File: src/inc/rtcx_pkg.sv
/*
 Constants for the RTC auxiliary block: register map, field positions,
 reset values and timing. Assumes a 20 MHz hclk.
*/
package rtcx_pkg;

   // ------------------------------------------------------------
   // Clock and timing
   // ------------------------------------------------------------
   localparam int unsigned HCLK_PERIOD_NS = 50;
   localparam int unsigned LOAD_TIME_NS   = 100_000;
   localparam int unsigned LOAD_CYCLES    = LOAD_TIME_NS / HCLK_PERIOD_NS;
   localparam int unsigned KICK_TIME_NS   = 1_000_000;
   localparam int unsigned KICK_CYCLES    = KICK_TIME_NS / HCLK_PERIOD_NS;
   localparam int unsigned SQW_STAGES     = 16;

   // ------------------------------------------------------------
   // Register indices; byte address is four times the index
   // ------------------------------------------------------------
   localparam logic [7:0] IDX_CTRL    = 8'h01;
   localparam logic [7:0] IDX_OSC_FAIL_IRQ_EN    = 8'h09;
   localparam logic [7:0] IDX_ALM1MON = 8'h0A;
   localparam logic [7:0] IDX_FLAGS   = 8'h0F;
   localparam logic [7:0] IDX_SQWRATE = 8'h13;
   localparam logic [7:0] IDX_CENTURY = 8'h20;
   localparam logic [7:0] IDX_STATUS  = 8'h21;

   // ------------------------------------------------------------
   // Field positions
   // ------------------------------------------------------------
   localparam int unsigned POS_OSC_STOP  = 7;
   localparam int unsigned POS_OSC_FAIL_IRQ_EN      = 7;
   localparam int unsigned POS_ABE       = 5;
   localparam int unsigned POS_SQUARE_WAVE_EN      = 6;
   localparam int unsigned POS_BL        = 4;
   localparam int unsigned POS_OF        = 2;
   localparam int unsigned POS_RATE_LO   = 0;
   localparam int unsigned POS_ST_BACKUP = 0;
   localparam int unsigned POS_ST_LEAP   = 1;
   localparam int unsigned POS_ST_KICK   = 2;
   localparam int unsigned POS_ST_LOAD   = 3;

   // ------------------------------------------------------------
   // Reset values and calendar limits
   // ------------------------------------------------------------
   localparam logic [3:0] RST_RATE    = 4'h1;
   localparam logic       RST_OF      = 1'b1;
   localparam logic [1:0] RST_CENTURY = 2'h0;
   localparam logic [4:0] HOUR_LAST   = 5'h17;
   localparam logic [4:0] HOUR_FIRST  = 5'h00;
   localparam logic [4:0] FEB_LONG    = 5'h1D;
   localparam logic [4:0] FEB_SHORT   = 5'h1C;

   typedef enum logic {CHK_IDLE, CHK_LOAD} rtcx_chk_t;

endpackage

File: src/inc/rtcx_sqw_if.sv
/*
 Link between the register logic and the square-wave divider chain.
 Assumes all signals change on hclk.
*/
`timescale 1ns/1ps
interface rtcx_sqw_if;
   logic [3:0] rate;
   logic       en;
   logic       tick;
   logic       wave;
   modport ctl (output rate, output en, output tick, input wave);
   modport div (input rate, input en, input tick, output wave);
endinterface

File: src/logic/rtcx_sqw_div.sv
/*
 Binary divider chain for the square-wave pin.
 Assumes tick pulses once per half period of the 32.768 kHz oscillator.
*/
`timescale 1ns/1ps
module rtcx_sqw_div
   import rtcx_pkg::*;
#(
   parameter int unsigned STAGES = SQW_STAGES
) (
   input  wire logic hclk,
   input  wire logic hresetn,
   rtcx_sqw_if.div   sq
);
   import rtcx_pkg::*;

   logic [STAGES-1:0] chain_ff;
   logic [STAGES-1:0] nxt_chain;
   logic              wave_ff;
   logic              stage_bit;

   generate
      if (STAGES != 16) begin : g_bad
         $error("rtcx_sqw_div needs exactly 16 stages");
      end
   endgenerate

   // ------------------------------------------------------------
   // Divider chain
   // ------------------------------------------------------------
   assign nxt_chain = chain_ff + {{(STAGES-1){1'b0}}, 1'b1};

   always_ff @(posedge hclk or negedge hresetn) begin
      if (!hresetn) begin
         chain_ff <= '0;
      end else if (sq.tick) begin
         chain_ff <= nxt_chain;
      end
   end

   // Code one taps stage 0, every other code taps its own stage
   always_comb begin
      stage_bit = 1'b0;
      if (sq.rate == 4'h1) begin
         stage_bit = chain_ff[0];
      end else begin
         stage_bit = chain_ff[sq.rate];
      end
   end

   always_ff @(posedge hclk or negedge hresetn) begin
      if (!hresetn) begin
         wave_ff <= 1'b0;
      end else begin
         wave_ff <= sq.en & stage_bit;
      end
   end

   assign sq.wave = wave_ff;

   a_sqw_gate_off: assert property (@(posedge hclk) disable iff (!hresetn)
      !sq.en |=> !wave_ff) else $error("square wave not off when disabled");

endmodule

File: src/logic/rtcx_aux_top.sv
/*
 RTC supporting functions: square-wave control, battery-low check,
 century counter and leap year, oscillator-fail flag and interrupt,
 with an AHB-Lite register slave. Assumes all inputs are synchronous
 to hclk and osc_tick pulses at twice the 32.768 kHz rate.
*/
// Local design decisions: the register offsets and the AHB-Lite register port.
`timescale 1ns/1ps
module rtcx_aux_top
   import rtcx_pkg::*;
#(
   parameter int unsigned KICK_LEN = KICK_CYCLES
) (
   input  wire logic        hclk,
   input  wire logic        hresetn,
   input  wire logic        hsel,
   input  wire logic [31:0] haddr,
   input  wire logic [1:0]  htrans,
   input  wire logic        hwrite,
   input  wire logic [2:0]  hsize,
   input  wire logic [31:0] hwdata,
   input  wire logic        hready,
   output logic             hreadyout,
   output logic             hresp,
   output logic [31:0]      hrdata,
   input  wire logic        osc_tick,
   input  wire logic        osc_stopped,
   input  wire logic        on_backup,
   input  wire logic        batt_below,
   input  wire logic [4:0]  hours,
   input  wire logic [7:0]  year_bcd,
   input  wire logic        year_rollover,
   output logic             square_wave_out,
   output logic             batt_load_en,
   output logic             osc_stop_out,
   output logic             osc_kick,
   output logic             leap_year,
   output logic [4:0]       feb_last_day,
   output logic             irq_output_pin_o,
   output logic             irq_output_pin_oe
);
   import rtcx_pkg::*;

   localparam int unsigned KW = $clog2(KICK_LEN + 1);
   localparam int unsigned LW = $clog2(LOAD_CYCLES + 1);

   generate
      if (KICK_LEN < 1) begin : g_bad_kick
         $error("KICK_LEN must be at least one cycle");
      end
   endgenerate

   // ------------------------------------------------------------
   // Helpers
   // ------------------------------------------------------------
   function automatic logic bcd_mult4(input logic [7:0] y);
      logic [3:0] u;
      u = y[3:0];
      if (y[4]) begin
         bcd_mult4 = (u == 4'h2) || (u == 4'h6);
      end else begin
         bcd_mult4 = (u == 4'h0) || (u == 4'h4) || (u == 4'h8);
      end
   endfunction

   // ------------------------------------------------------------
   // State
   // ------------------------------------------------------------
   logic [3:0]    rate_ff;
   logic          square_wave_en_ff;
   logic          abe_ff;
   logic          osc_fail_irq_en_ff;
   logic          stop_ff;
   logic          of_ff;
   logic          bl_ff;
   logic [1:0]    century_ff;
   logic [4:0]    hours_prev_ff;
   logic          backup_prev_ff;
   rtcx_chk_t     chk_ff;
   logic [LW-1:0] load_cnt_ff;
   logic [KW-1:0] kick_cnt_ff;
   logic          irq_ff;
   logic          wr_pend_ff;
   logic          rd_pend_ff;
   logic [7:0]    addr_idx_ff;
   logic [31:0]   hrdata_ff;
   logic [31:0]   rd_mux;
   logic          take;
   logic          wr_en;
   logic          midnight;
   logic          power_up;
   logic          of_clear;
   logic          stop_fall;
   logic          irq_cond;

   rtcx_sqw_if sqw ();

   // ------------------------------------------------------------
   // AHB-Lite slave: zero-wait writes, one wait state on reads
   // ------------------------------------------------------------
   assign take = hsel && htrans[1] && hready;
   assign wr_en = wr_pend_ff;
   assign hreadyout = !rd_pend_ff;
   assign hresp = 1'b0;
   assign hrdata = hrdata_ff;

   always_ff @(posedge hclk or negedge hresetn) begin
      if (!hresetn) begin
         wr_pend_ff  <= 1'b0;
         rd_pend_ff  <= 1'b0;
         addr_idx_ff <= 8'h00;
      end else begin
         wr_pend_ff <= take && hwrite;
         rd_pend_ff <= take && !hwrite;
         if (take) begin
            addr_idx_ff <= haddr[9:2];
         end
      end
   end

   always_comb begin
      rd_mux = 32'h0000_0000;
      unique case (addr_idx_ff)
         IDX_CTRL:    rd_mux[POS_OSC_STOP] = stop_ff;
         IDX_OSC_FAIL_IRQ_EN:    rd_mux[POS_OSC_FAIL_IRQ_EN] = osc_fail_irq_en_ff;
         IDX_ALM1MON: begin
            rd_mux[POS_ABE]  = abe_ff;
            rd_mux[POS_SQUARE_WAVE_EN] = square_wave_en_ff;
         end
         IDX_FLAGS: begin
            rd_mux[POS_BL] = bl_ff;
            rd_mux[POS_OF] = of_ff;
         end
         IDX_SQWRATE: rd_mux[POS_RATE_LO +: 4] = rate_ff;
         IDX_CENTURY: rd_mux[1:0] = century_ff;
         IDX_STATUS: begin
            rd_mux[POS_ST_BACKUP] = on_backup;
            rd_mux[POS_ST_LEAP]   = leap_year;
            rd_mux[POS_ST_KICK]   = osc_kick;
            rd_mux[POS_ST_LOAD]   = batt_load_en;
         end
         default:     rd_mux = 32'h0000_0000;
      endcase
   end

   // Read data captured in the wait state, so a write just before is seen
   always_ff @(posedge hclk or negedge hresetn) begin
      if (!hresetn) begin
         hrdata_ff <= 32'h0000_0000;
      end else if (rd_pend_ff) begin
         hrdata_ff <= rd_mux;
      end
   end

   // ------------------------------------------------------------
   // Control registers
   // ------------------------------------------------------------
   always_ff @(posedge hclk or negedge hresetn) begin
      if (!hresetn) begin
         rate_ff <= RST_RATE;
         square_wave_en_ff <= 1'b0;
         abe_ff  <= 1'b0;
         osc_fail_irq_en_ff <= 1'b0;
         stop_ff <= 1'b0;
      end else if (wr_en) begin
         unique case (addr_idx_ff)
            IDX_CTRL:    stop_ff <= hwdata[POS_OSC_STOP];
            IDX_OSC_FAIL_IRQ_EN:    osc_fail_irq_en_ff <= hwdata[POS_OSC_FAIL_IRQ_EN];
            IDX_ALM1MON: begin
               abe_ff  <= hwdata[POS_ABE];
               square_wave_en_ff <= hwdata[POS_SQUARE_WAVE_EN];
            end
            IDX_SQWRATE: rate_ff <= hwdata[POS_RATE_LO +: 4];
            default:     rate_ff <= rate_ff;
         endcase
      end
   end

   // ------------------------------------------------------------
   // Square wave
   // ------------------------------------------------------------
   assign sqw.rate = rate_ff;
   assign sqw.en   = square_wave_en_ff && !on_backup && (rate_ff != 4'h0);
   assign sqw.tick = osc_tick;
   assign square_wave_out = sqw.wave;

   rtcx_sqw_div #(.STAGES(SQW_STAGES)) u_div (
      .hclk    (hclk),
      .hresetn (hresetn),
      .sq      (sqw)
   );

   // ------------------------------------------------------------
   // Battery check
   // ------------------------------------------------------------
   assign midnight = (hours_prev_ff == HOUR_LAST) && (hours == HOUR_FIRST);
   // Flop resets high, so leaving reset on main supply counts as power-up
   assign power_up = backup_prev_ff && !on_backup;

   always_ff @(posedge hclk or negedge hresetn) begin
      if (!hresetn) begin
         hours_prev_ff  <= HOUR_FIRST;
         backup_prev_ff <= 1'b1;
      end else begin
         hours_prev_ff  <= hours;
         backup_prev_ff <= on_backup;
      end
   end

   always_ff @(posedge hclk or negedge hresetn) begin
      if (!hresetn) begin
         chk_ff      <= CHK_IDLE;
         load_cnt_ff <= '0;
      end else if (on_backup) begin
         chk_ff      <= CHK_IDLE;
         load_cnt_ff <= '0;
      end else begin
         unique case (chk_ff)
            CHK_IDLE: begin
               if (midnight) begin
                  chk_ff      <= CHK_LOAD;
                  load_cnt_ff <= '0;
               end
            end
            CHK_LOAD: begin
               if (load_cnt_ff == LW'(LOAD_CYCLES - 1)) begin
                  chk_ff <= CHK_IDLE;
               end else begin
                  load_cnt_ff <= load_cnt_ff + LW'(1);
               end
            end
         endcase
      end
   end

   assign batt_load_en = (chk_ff == CHK_LOAD);

   always_ff @(posedge hclk or negedge hresetn) begin
      if (!hresetn) begin
         bl_ff <= 1'b0;
      end else if (!on_backup) begin
         if (power_up && chk_ff == CHK_IDLE) begin
            bl_ff <= batt_below;
         end else if (chk_ff == CHK_LOAD && load_cnt_ff == LW'(LOAD_CYCLES - 1)) begin
            bl_ff <= batt_below;
         end
      end
   end

   // ------------------------------------------------------------
   // Century and leap year
   // ------------------------------------------------------------
   always_ff @(posedge hclk or negedge hresetn) begin
      if (!hresetn) begin
         century_ff <= RST_CENTURY;
      end else if (year_rollover) begin
         century_ff <= century_ff + 2'h1;
      end else if (wr_en && addr_idx_ff == IDX_CENTURY) begin
         century_ff <= hwdata[1:0];
      end
   end

   always_ff @(posedge hclk or negedge hresetn) begin
      if (!hresetn) begin
         leap_year    <= 1'b1;
         feb_last_day <= FEB_LONG;
      end else begin
         leap_year    <= bcd_mult4(year_bcd);
         feb_last_day <= bcd_mult4(year_bcd) ? FEB_LONG : FEB_SHORT;
      end
   end

   // ------------------------------------------------------------
   // Oscillator fail, kick-start and interrupt
   // ------------------------------------------------------------
   assign of_clear  = wr_en && addr_idx_ff == IDX_FLAGS && !hwdata[POS_OF];
   assign stop_fall = wr_en && addr_idx_ff == IDX_CTRL && stop_ff && !hwdata[POS_OSC_STOP];
   assign osc_stop_out = stop_ff;

   // Setting events win over a clear written in the same cycle
   always_ff @(posedge hclk or negedge hresetn) begin
      if (!hresetn) begin
         of_ff <= RST_OF;
      end else if (osc_stopped || stop_ff) begin
         of_ff <= 1'b1;
      end else if (of_clear) begin
         of_ff <= 1'b0;
      end
   end

   // Boost runs a fixed time; the host is trusted to kick only on a set flag
   always_ff @(posedge hclk or negedge hresetn) begin
      if (!hresetn) begin
         kick_cnt_ff <= '0;
      end else if (stop_fall) begin
         kick_cnt_ff <= KW'(KICK_LEN);
      end else if (kick_cnt_ff != '0) begin
         kick_cnt_ff <= kick_cnt_ff - KW'(1);
      end
   end

   assign osc_kick = (kick_cnt_ff != '0);

   assign irq_cond = of_ff && osc_fail_irq_en_ff && (!on_backup || abe_ff);

   always_ff @(posedge hclk or negedge hresetn) begin
      if (!hresetn) begin
         irq_ff <= 1'b0;
      end else begin
         irq_ff <= irq_cond;
      end
   end

   // Open drain: only ever pulls low
   assign irq_output_pin_o  = 1'b0;
   assign irq_output_pin_oe = irq_ff;

   // ------------------------------------------------------------
   // Checks
   // ------------------------------------------------------------
   a_sqw_backup_off: assert property (@(posedge hclk) disable iff (!hresetn)
      on_backup |=> !square_wave_out) else $error("square wave active in backup");

   a_of_stays_set: assert property (@(posedge hclk) disable iff (!hresetn)
      of_ff && !of_clear |=> of_ff) else $error("osc fail flag dropped without a clear");

   a_of_stop_sets: assert property (@(posedge hclk) disable iff (!hresetn)
      osc_stopped |=> of_ff) else $error("osc stop did not set flag");

   a_irq_follows: assert property (@(posedge hclk) disable iff (!hresetn)
      of_ff && osc_fail_irq_en_ff && !on_backup |=> irq_output_pin_oe) else $error("interrupt not raised");

   a_irq_backup_gate: assert property (@(posedge hclk) disable iff (!hresetn)
      on_backup && !abe_ff |=> !irq_output_pin_oe) else $error("backup interrupt without enable");

   a_irq_enable_drop: assert property (@(posedge hclk) disable iff (!hresetn)
      $fell(osc_fail_irq_en_ff) |=> !irq_output_pin_oe) else $error("interrupt kept");

   a_midnight_load: assert property (@(posedge hclk) disable iff (!hresetn)
      midnight && !on_backup && chk_ff == CHK_IDLE |=> batt_load_en [*8])
      else $error("battery load not applied at midnight");

   a_bl_stable: assert property (@(posedge hclk) disable iff (!hresetn)
      !power_up && chk_ff == CHK_IDLE |=> $stable(bl_ff)) else $error("battery flag changed");

   a_no_chk_backup: assert property (@(posedge hclk) disable iff (!hresetn)
      on_backup |=> !batt_load_en && $stable(bl_ff)) else $error("battery check in backup");

   a_century_step: assert property (@(posedge hclk) disable iff (!hresetn)
      year_rollover |=> century_ff == $past(century_ff) + 2'h1) else $error("century not stepped");

   a_kick_boost: assert property (@(posedge hclk) disable iff (!hresetn)
      stop_fall |=> osc_kick [*2]) else $error("kick boost missing");

   c_midnight_check: cover property (@(posedge hclk) disable iff (!hresetn)
      chk_ff == CHK_LOAD ##1 chk_ff == CHK_IDLE);
   c_irq_raised: cover property (@(posedge hclk) disable iff (!hresetn) $rose(irq_output_pin_oe));
   c_kick_start: cover property (@(posedge hclk) disable iff (!hresetn) stop_fall);
   c_century_wrap: cover property (@(posedge hclk) disable iff (!hresetn)
      year_rollover && century_ff == 2'h3);

endmodule

File: config.mk
export PLATFORM = sky130hd
export DESIGN_NAME = rtcx_aux_top
export DESIGN_NICKNAME = d
export VERILOG_FILES = /design/src/inc/rtcx_pkg.sv /design/src/inc/rtcx_sqw_if.sv /design/src/logic/rtcx_sqw_div.sv /design/src/logic/rtcx_aux_top.sv
export SDC_FILE = /design/constraint.sdc
export NUM_CORES = 1
export LEC_CHECK = 0
export ABC_AREA = 1
export BUFFER_PORTS_ARGS = -buffer_cell sky130_fd_sc_hd__buf_2
export CAP_MARGIN = 20
export CORE_MARGIN = 10
export CORE_UTILIZATION = 45
export DETAILED_ROUTE_END_ITERATION = 6
export GPL_TIMING_DRIVEN = 0
export HOLD_SLACK_MARGIN = 0.1
export PLACE_DENSITY_LB_ADDON = 0.25
export SKIP_CTS_REPAIR_TIMING = 1
export SYNTH_ARGS = -nofsm -noshare
export SYNTH_HDL_FRONTEND = slang
export SYNTH_SLANG_ARGS = --single-unit
File: constraint.sdc
create_clock -name hclk -period 1.4 [get_ports hclk]
set_input_delay 0.07 -clock hclk [delete_from_list [all_inputs] [get_ports hclk]]
set_output_delay 0.07 -clock hclk [all_outputs]
set_load 0.02 [all_outputs]
==> results.json <==
{
  "outcome": "complete, but fails checks",
  "violations": "negative setup slack",
  "worstReg2RegStart": "kick_cnt_ff[3]",
  "chipWidth_um": 121,
  "tritoncts": "yes",
  "drive_above_1_share_pct": 31.8,
  "crit_fanout": 5,
  "grt_first_pass_wirelength_um": 17400,
  "core_mm2": 0.00982,
  "synthCells": 584,
  "yosys_warnings": 0,
  "routed_wl_um": 11400,
  "worstSetupPathType": "register to output pin",
  "grt_overflow": 0,
  "drcViolationCount": 0,
  "critPathLaunch": "kick_cnt_ff[3]",
  "end_kind": "output pin",
  "synth_area_per_cell_um2": 7.80,
  "clock_path_buffers": 2,
  "tightest_slew_ps": 636,
  "layout.cells.non_filler": 876,
  "clock_skew_ps": 5.68,
  "grt_max_degree": 52,
  "post_drt_via_cell_ratio": 4.73,
  "htree_levels": 3,
  "ios": 138,
  "fin_crit_ps": 1540,
  "setup_viol": 13,
  "cp-start-kind": "register",
  "slew_viol_final": 0,
  "drv_cap": 0,
  "antenna_found_initial": 0,
  "vias": 4147,
  "avgRoutedWirePerCell_um": 13.0,
  "max_slew_margin_pct": 57.6,
  "finalHoldViolations": 0,
  "dieArea_mm2": 0.0145,
  "diodes": 0,
  "first_pass_iters": 4,
  "start_util_pct": 46.4,
  "fin_ws_ps": -143,
  "synth_seq_cells": 82,
  "max_freq_mhz": 648,
  "synth.distinct_cells": 38,
  "ant_nets": 0,
  "max-vdd-ir-drop_mv": 0.547,
  "worstHoldStart": "year_rollover",
  "track_usage_pct": 14.6,
  "synth_area_mm2": 0.00455,
  "clock_latency_ps": 360,
  "areaGrowthSynthToFinish_pct": 36.1,
  "clockRootBuffer": "clkbuf_8",
  "cts_sinks": 82,
  "cts.clk_slew.worst_paths_ps": 80,
  "first_global_vias": 3727,
  "portBuffers": 51,
  "required_ps": 1330,
  "row_count": 36,
  "yosysSeqAreaShare_pct": 45.2,
  "drtIter0Drc": 188,
  "place_ws_ps": -233,
  "place_inst": 797,
  "hold_ws_ps": 75.6,
  "hp-class": "input port to register",
  "power.density_mw_per_mm2": 1040,
  "gp_congestion": 0.900,
  "period_share_pct": 110,
  "worst_ep_arrival_time_ps": 1470,
  "nets": 833,
  "p_leak_nw": 3.12,
  "dp_hpwl_um": 7960,
  "grt_setup_unrepaired": "yes",
  "fp.dieH_um": 121,
  "numCtsBuffers": 9
}
worst max-delay path, cell delays in order (launching register included):
cell     delay (ps)
dfrtp_1         420
nor2_2          210
nand2_4          80
nor2_4          150
nand3_4         110
buf_6           150
layout make-up:
type | instances | area [µm²]
plain buffers | 38 | 285
inverters | 75 | 289
multi-input cells | 416 | 2340
repair buffers | 116 | 857
flip-flops and latches | 82 | 2060
clock buffers | 12 | 145
clock inverters | 4 | 51.3
fillers | 856 | 3620
well taps | 133 | 166
logic make-up after synthesis:
| logic type | after synthesis | synth area share (%) |
|---|---|---|
| and+or+nand+nor | 313 | 30.9 |
| buffers and inverters | 114 | 12.3 |
| DFF | 82 | 45.2 |
| AOI/OAI and AO/OA | 44 | 5.38 |
| xor gates and xnor gates | 22 | 4.23 |
| muxes | 4 | 0.989 |
| adders and majority gates | 3 | 0.824 |
| other | 2 | 0.165 |
per-stage QoR:
stage | setup TNS, ps | area, µm² | total power [mW] | utilization (%)
after floorplan | 0 | 4680 | 4.01 | -
after global placement | -32910 | 5100 | 4.34 | 51.9
after detailed placement | -4300 | 5130 | 4.39 | 52.3
after CTS | -5410 | 5330 | 6.12 | 54.3
after global routing | -3160 | 6200 | 6.87 | 63.1
final | -541 | 6200 | 6.47 | 63.1
layer usage:
metal	track usage [%]	up-vias	routed length, µm
li1	-	2106	-
met1	17.3	1948	4860
met2	24.3	81	5810
met3	4.37	12	573
met4	5.66	0	186
met5	0	-	0
power breakdown:
group	switching (mW)	leakage (nW)	internal [mW]	total [mW]
Clock	0.841	0.0966	0.874	1.72
Combinational	0.988	2.04	0.721	1.71
Sequential	0.340	0.982	2.70	3.04
state kept, by name, summed over array words and instances (netlist names), 2 cells and up:
register,count
addr_idx_ff,8
century_ff,2
hours_prev_ff,5
hrdata,8
kick_cnt_ff,15
load_cnt_ff,11
rate_ff,4
u_div.chain_ff,16
cells in the mapped netlist:
library cell	count	area [µm²]
dfrtp_1	78	1950
buf_4	32	240
nand2_4	1	11.3
clkbuf_1	4	15.0
nand4_1	14	87.6
o21a_1	1	7.51
mux2_2	4	45.0
nor2_2	13	81.3
o211ai_1	1	7.51
inv_1	67	251
a2111oi_0	1	8.76
o21ai_0	24	120
clkinv_1	1	3.75
nor3b_1	1	7.51
nand3b_1	2	15.0
buf_2	2	10.0
o31ai_1	4	30.0
nor2_4	2	22.5
nand3_1	58	290
xnor2_1	2	17.5
a21oi_1	9	45.0
nor3_1	8	40.0
nand2_2	3	18.8
conb_1	2	7.51
dfstp_2	4	105
buf_6	1	11.3
nor3_2	2	20.0
ha_1	3	37.5
a21o_1	2	15.0
a31oi_1	1	6.26
nand4_4	1	21.3
xor2_1	20	175
nor2_1	69	259
nand3_2	2	20.0
nand2_1	137	514
inv_4	1	6.26
inv_2	6	22.5
o21ai_1	1	5.00
path summary, 6_finish.rpt:
path	endpoint	cells after the start	slack (ps)
max	osc_kick	5	-140
max reg2reg	kick_cnt_ff[5]	8	-100
min in group asynchronous	u_div.chain_ff[6]	2	200
min	century_ff[0]	4	80
max in group asynchronous	of_ff	3	560
min reg2reg	hrdata[1]	2	480
cell usage in the layout, fill, tap and decap left out, types with 4 or more instances in the layout:
cell,n
nor3_2,5
o21ai_0,13
dfstp_2,4
o21ai_1,10
nand2_1,119
dlygate4sd3_1,31
nor2_1,55
nor2_2,13
inv_1,62
clkbuf_8,10
nand3_1,48
nand3_2,10
buf_6,6
nor3_1,4
buf_4,63
mux2_2,4
nand4_1,14
dfrtp_2,5
buf_2,49
dfrtp_1,73
nor2_4,16
nand2_2,19
conb_1,30
a21oi_1,9
inv_2,9
xor2_1,20
clkbuf_1,5
Power figures use the tool's default switching activity.
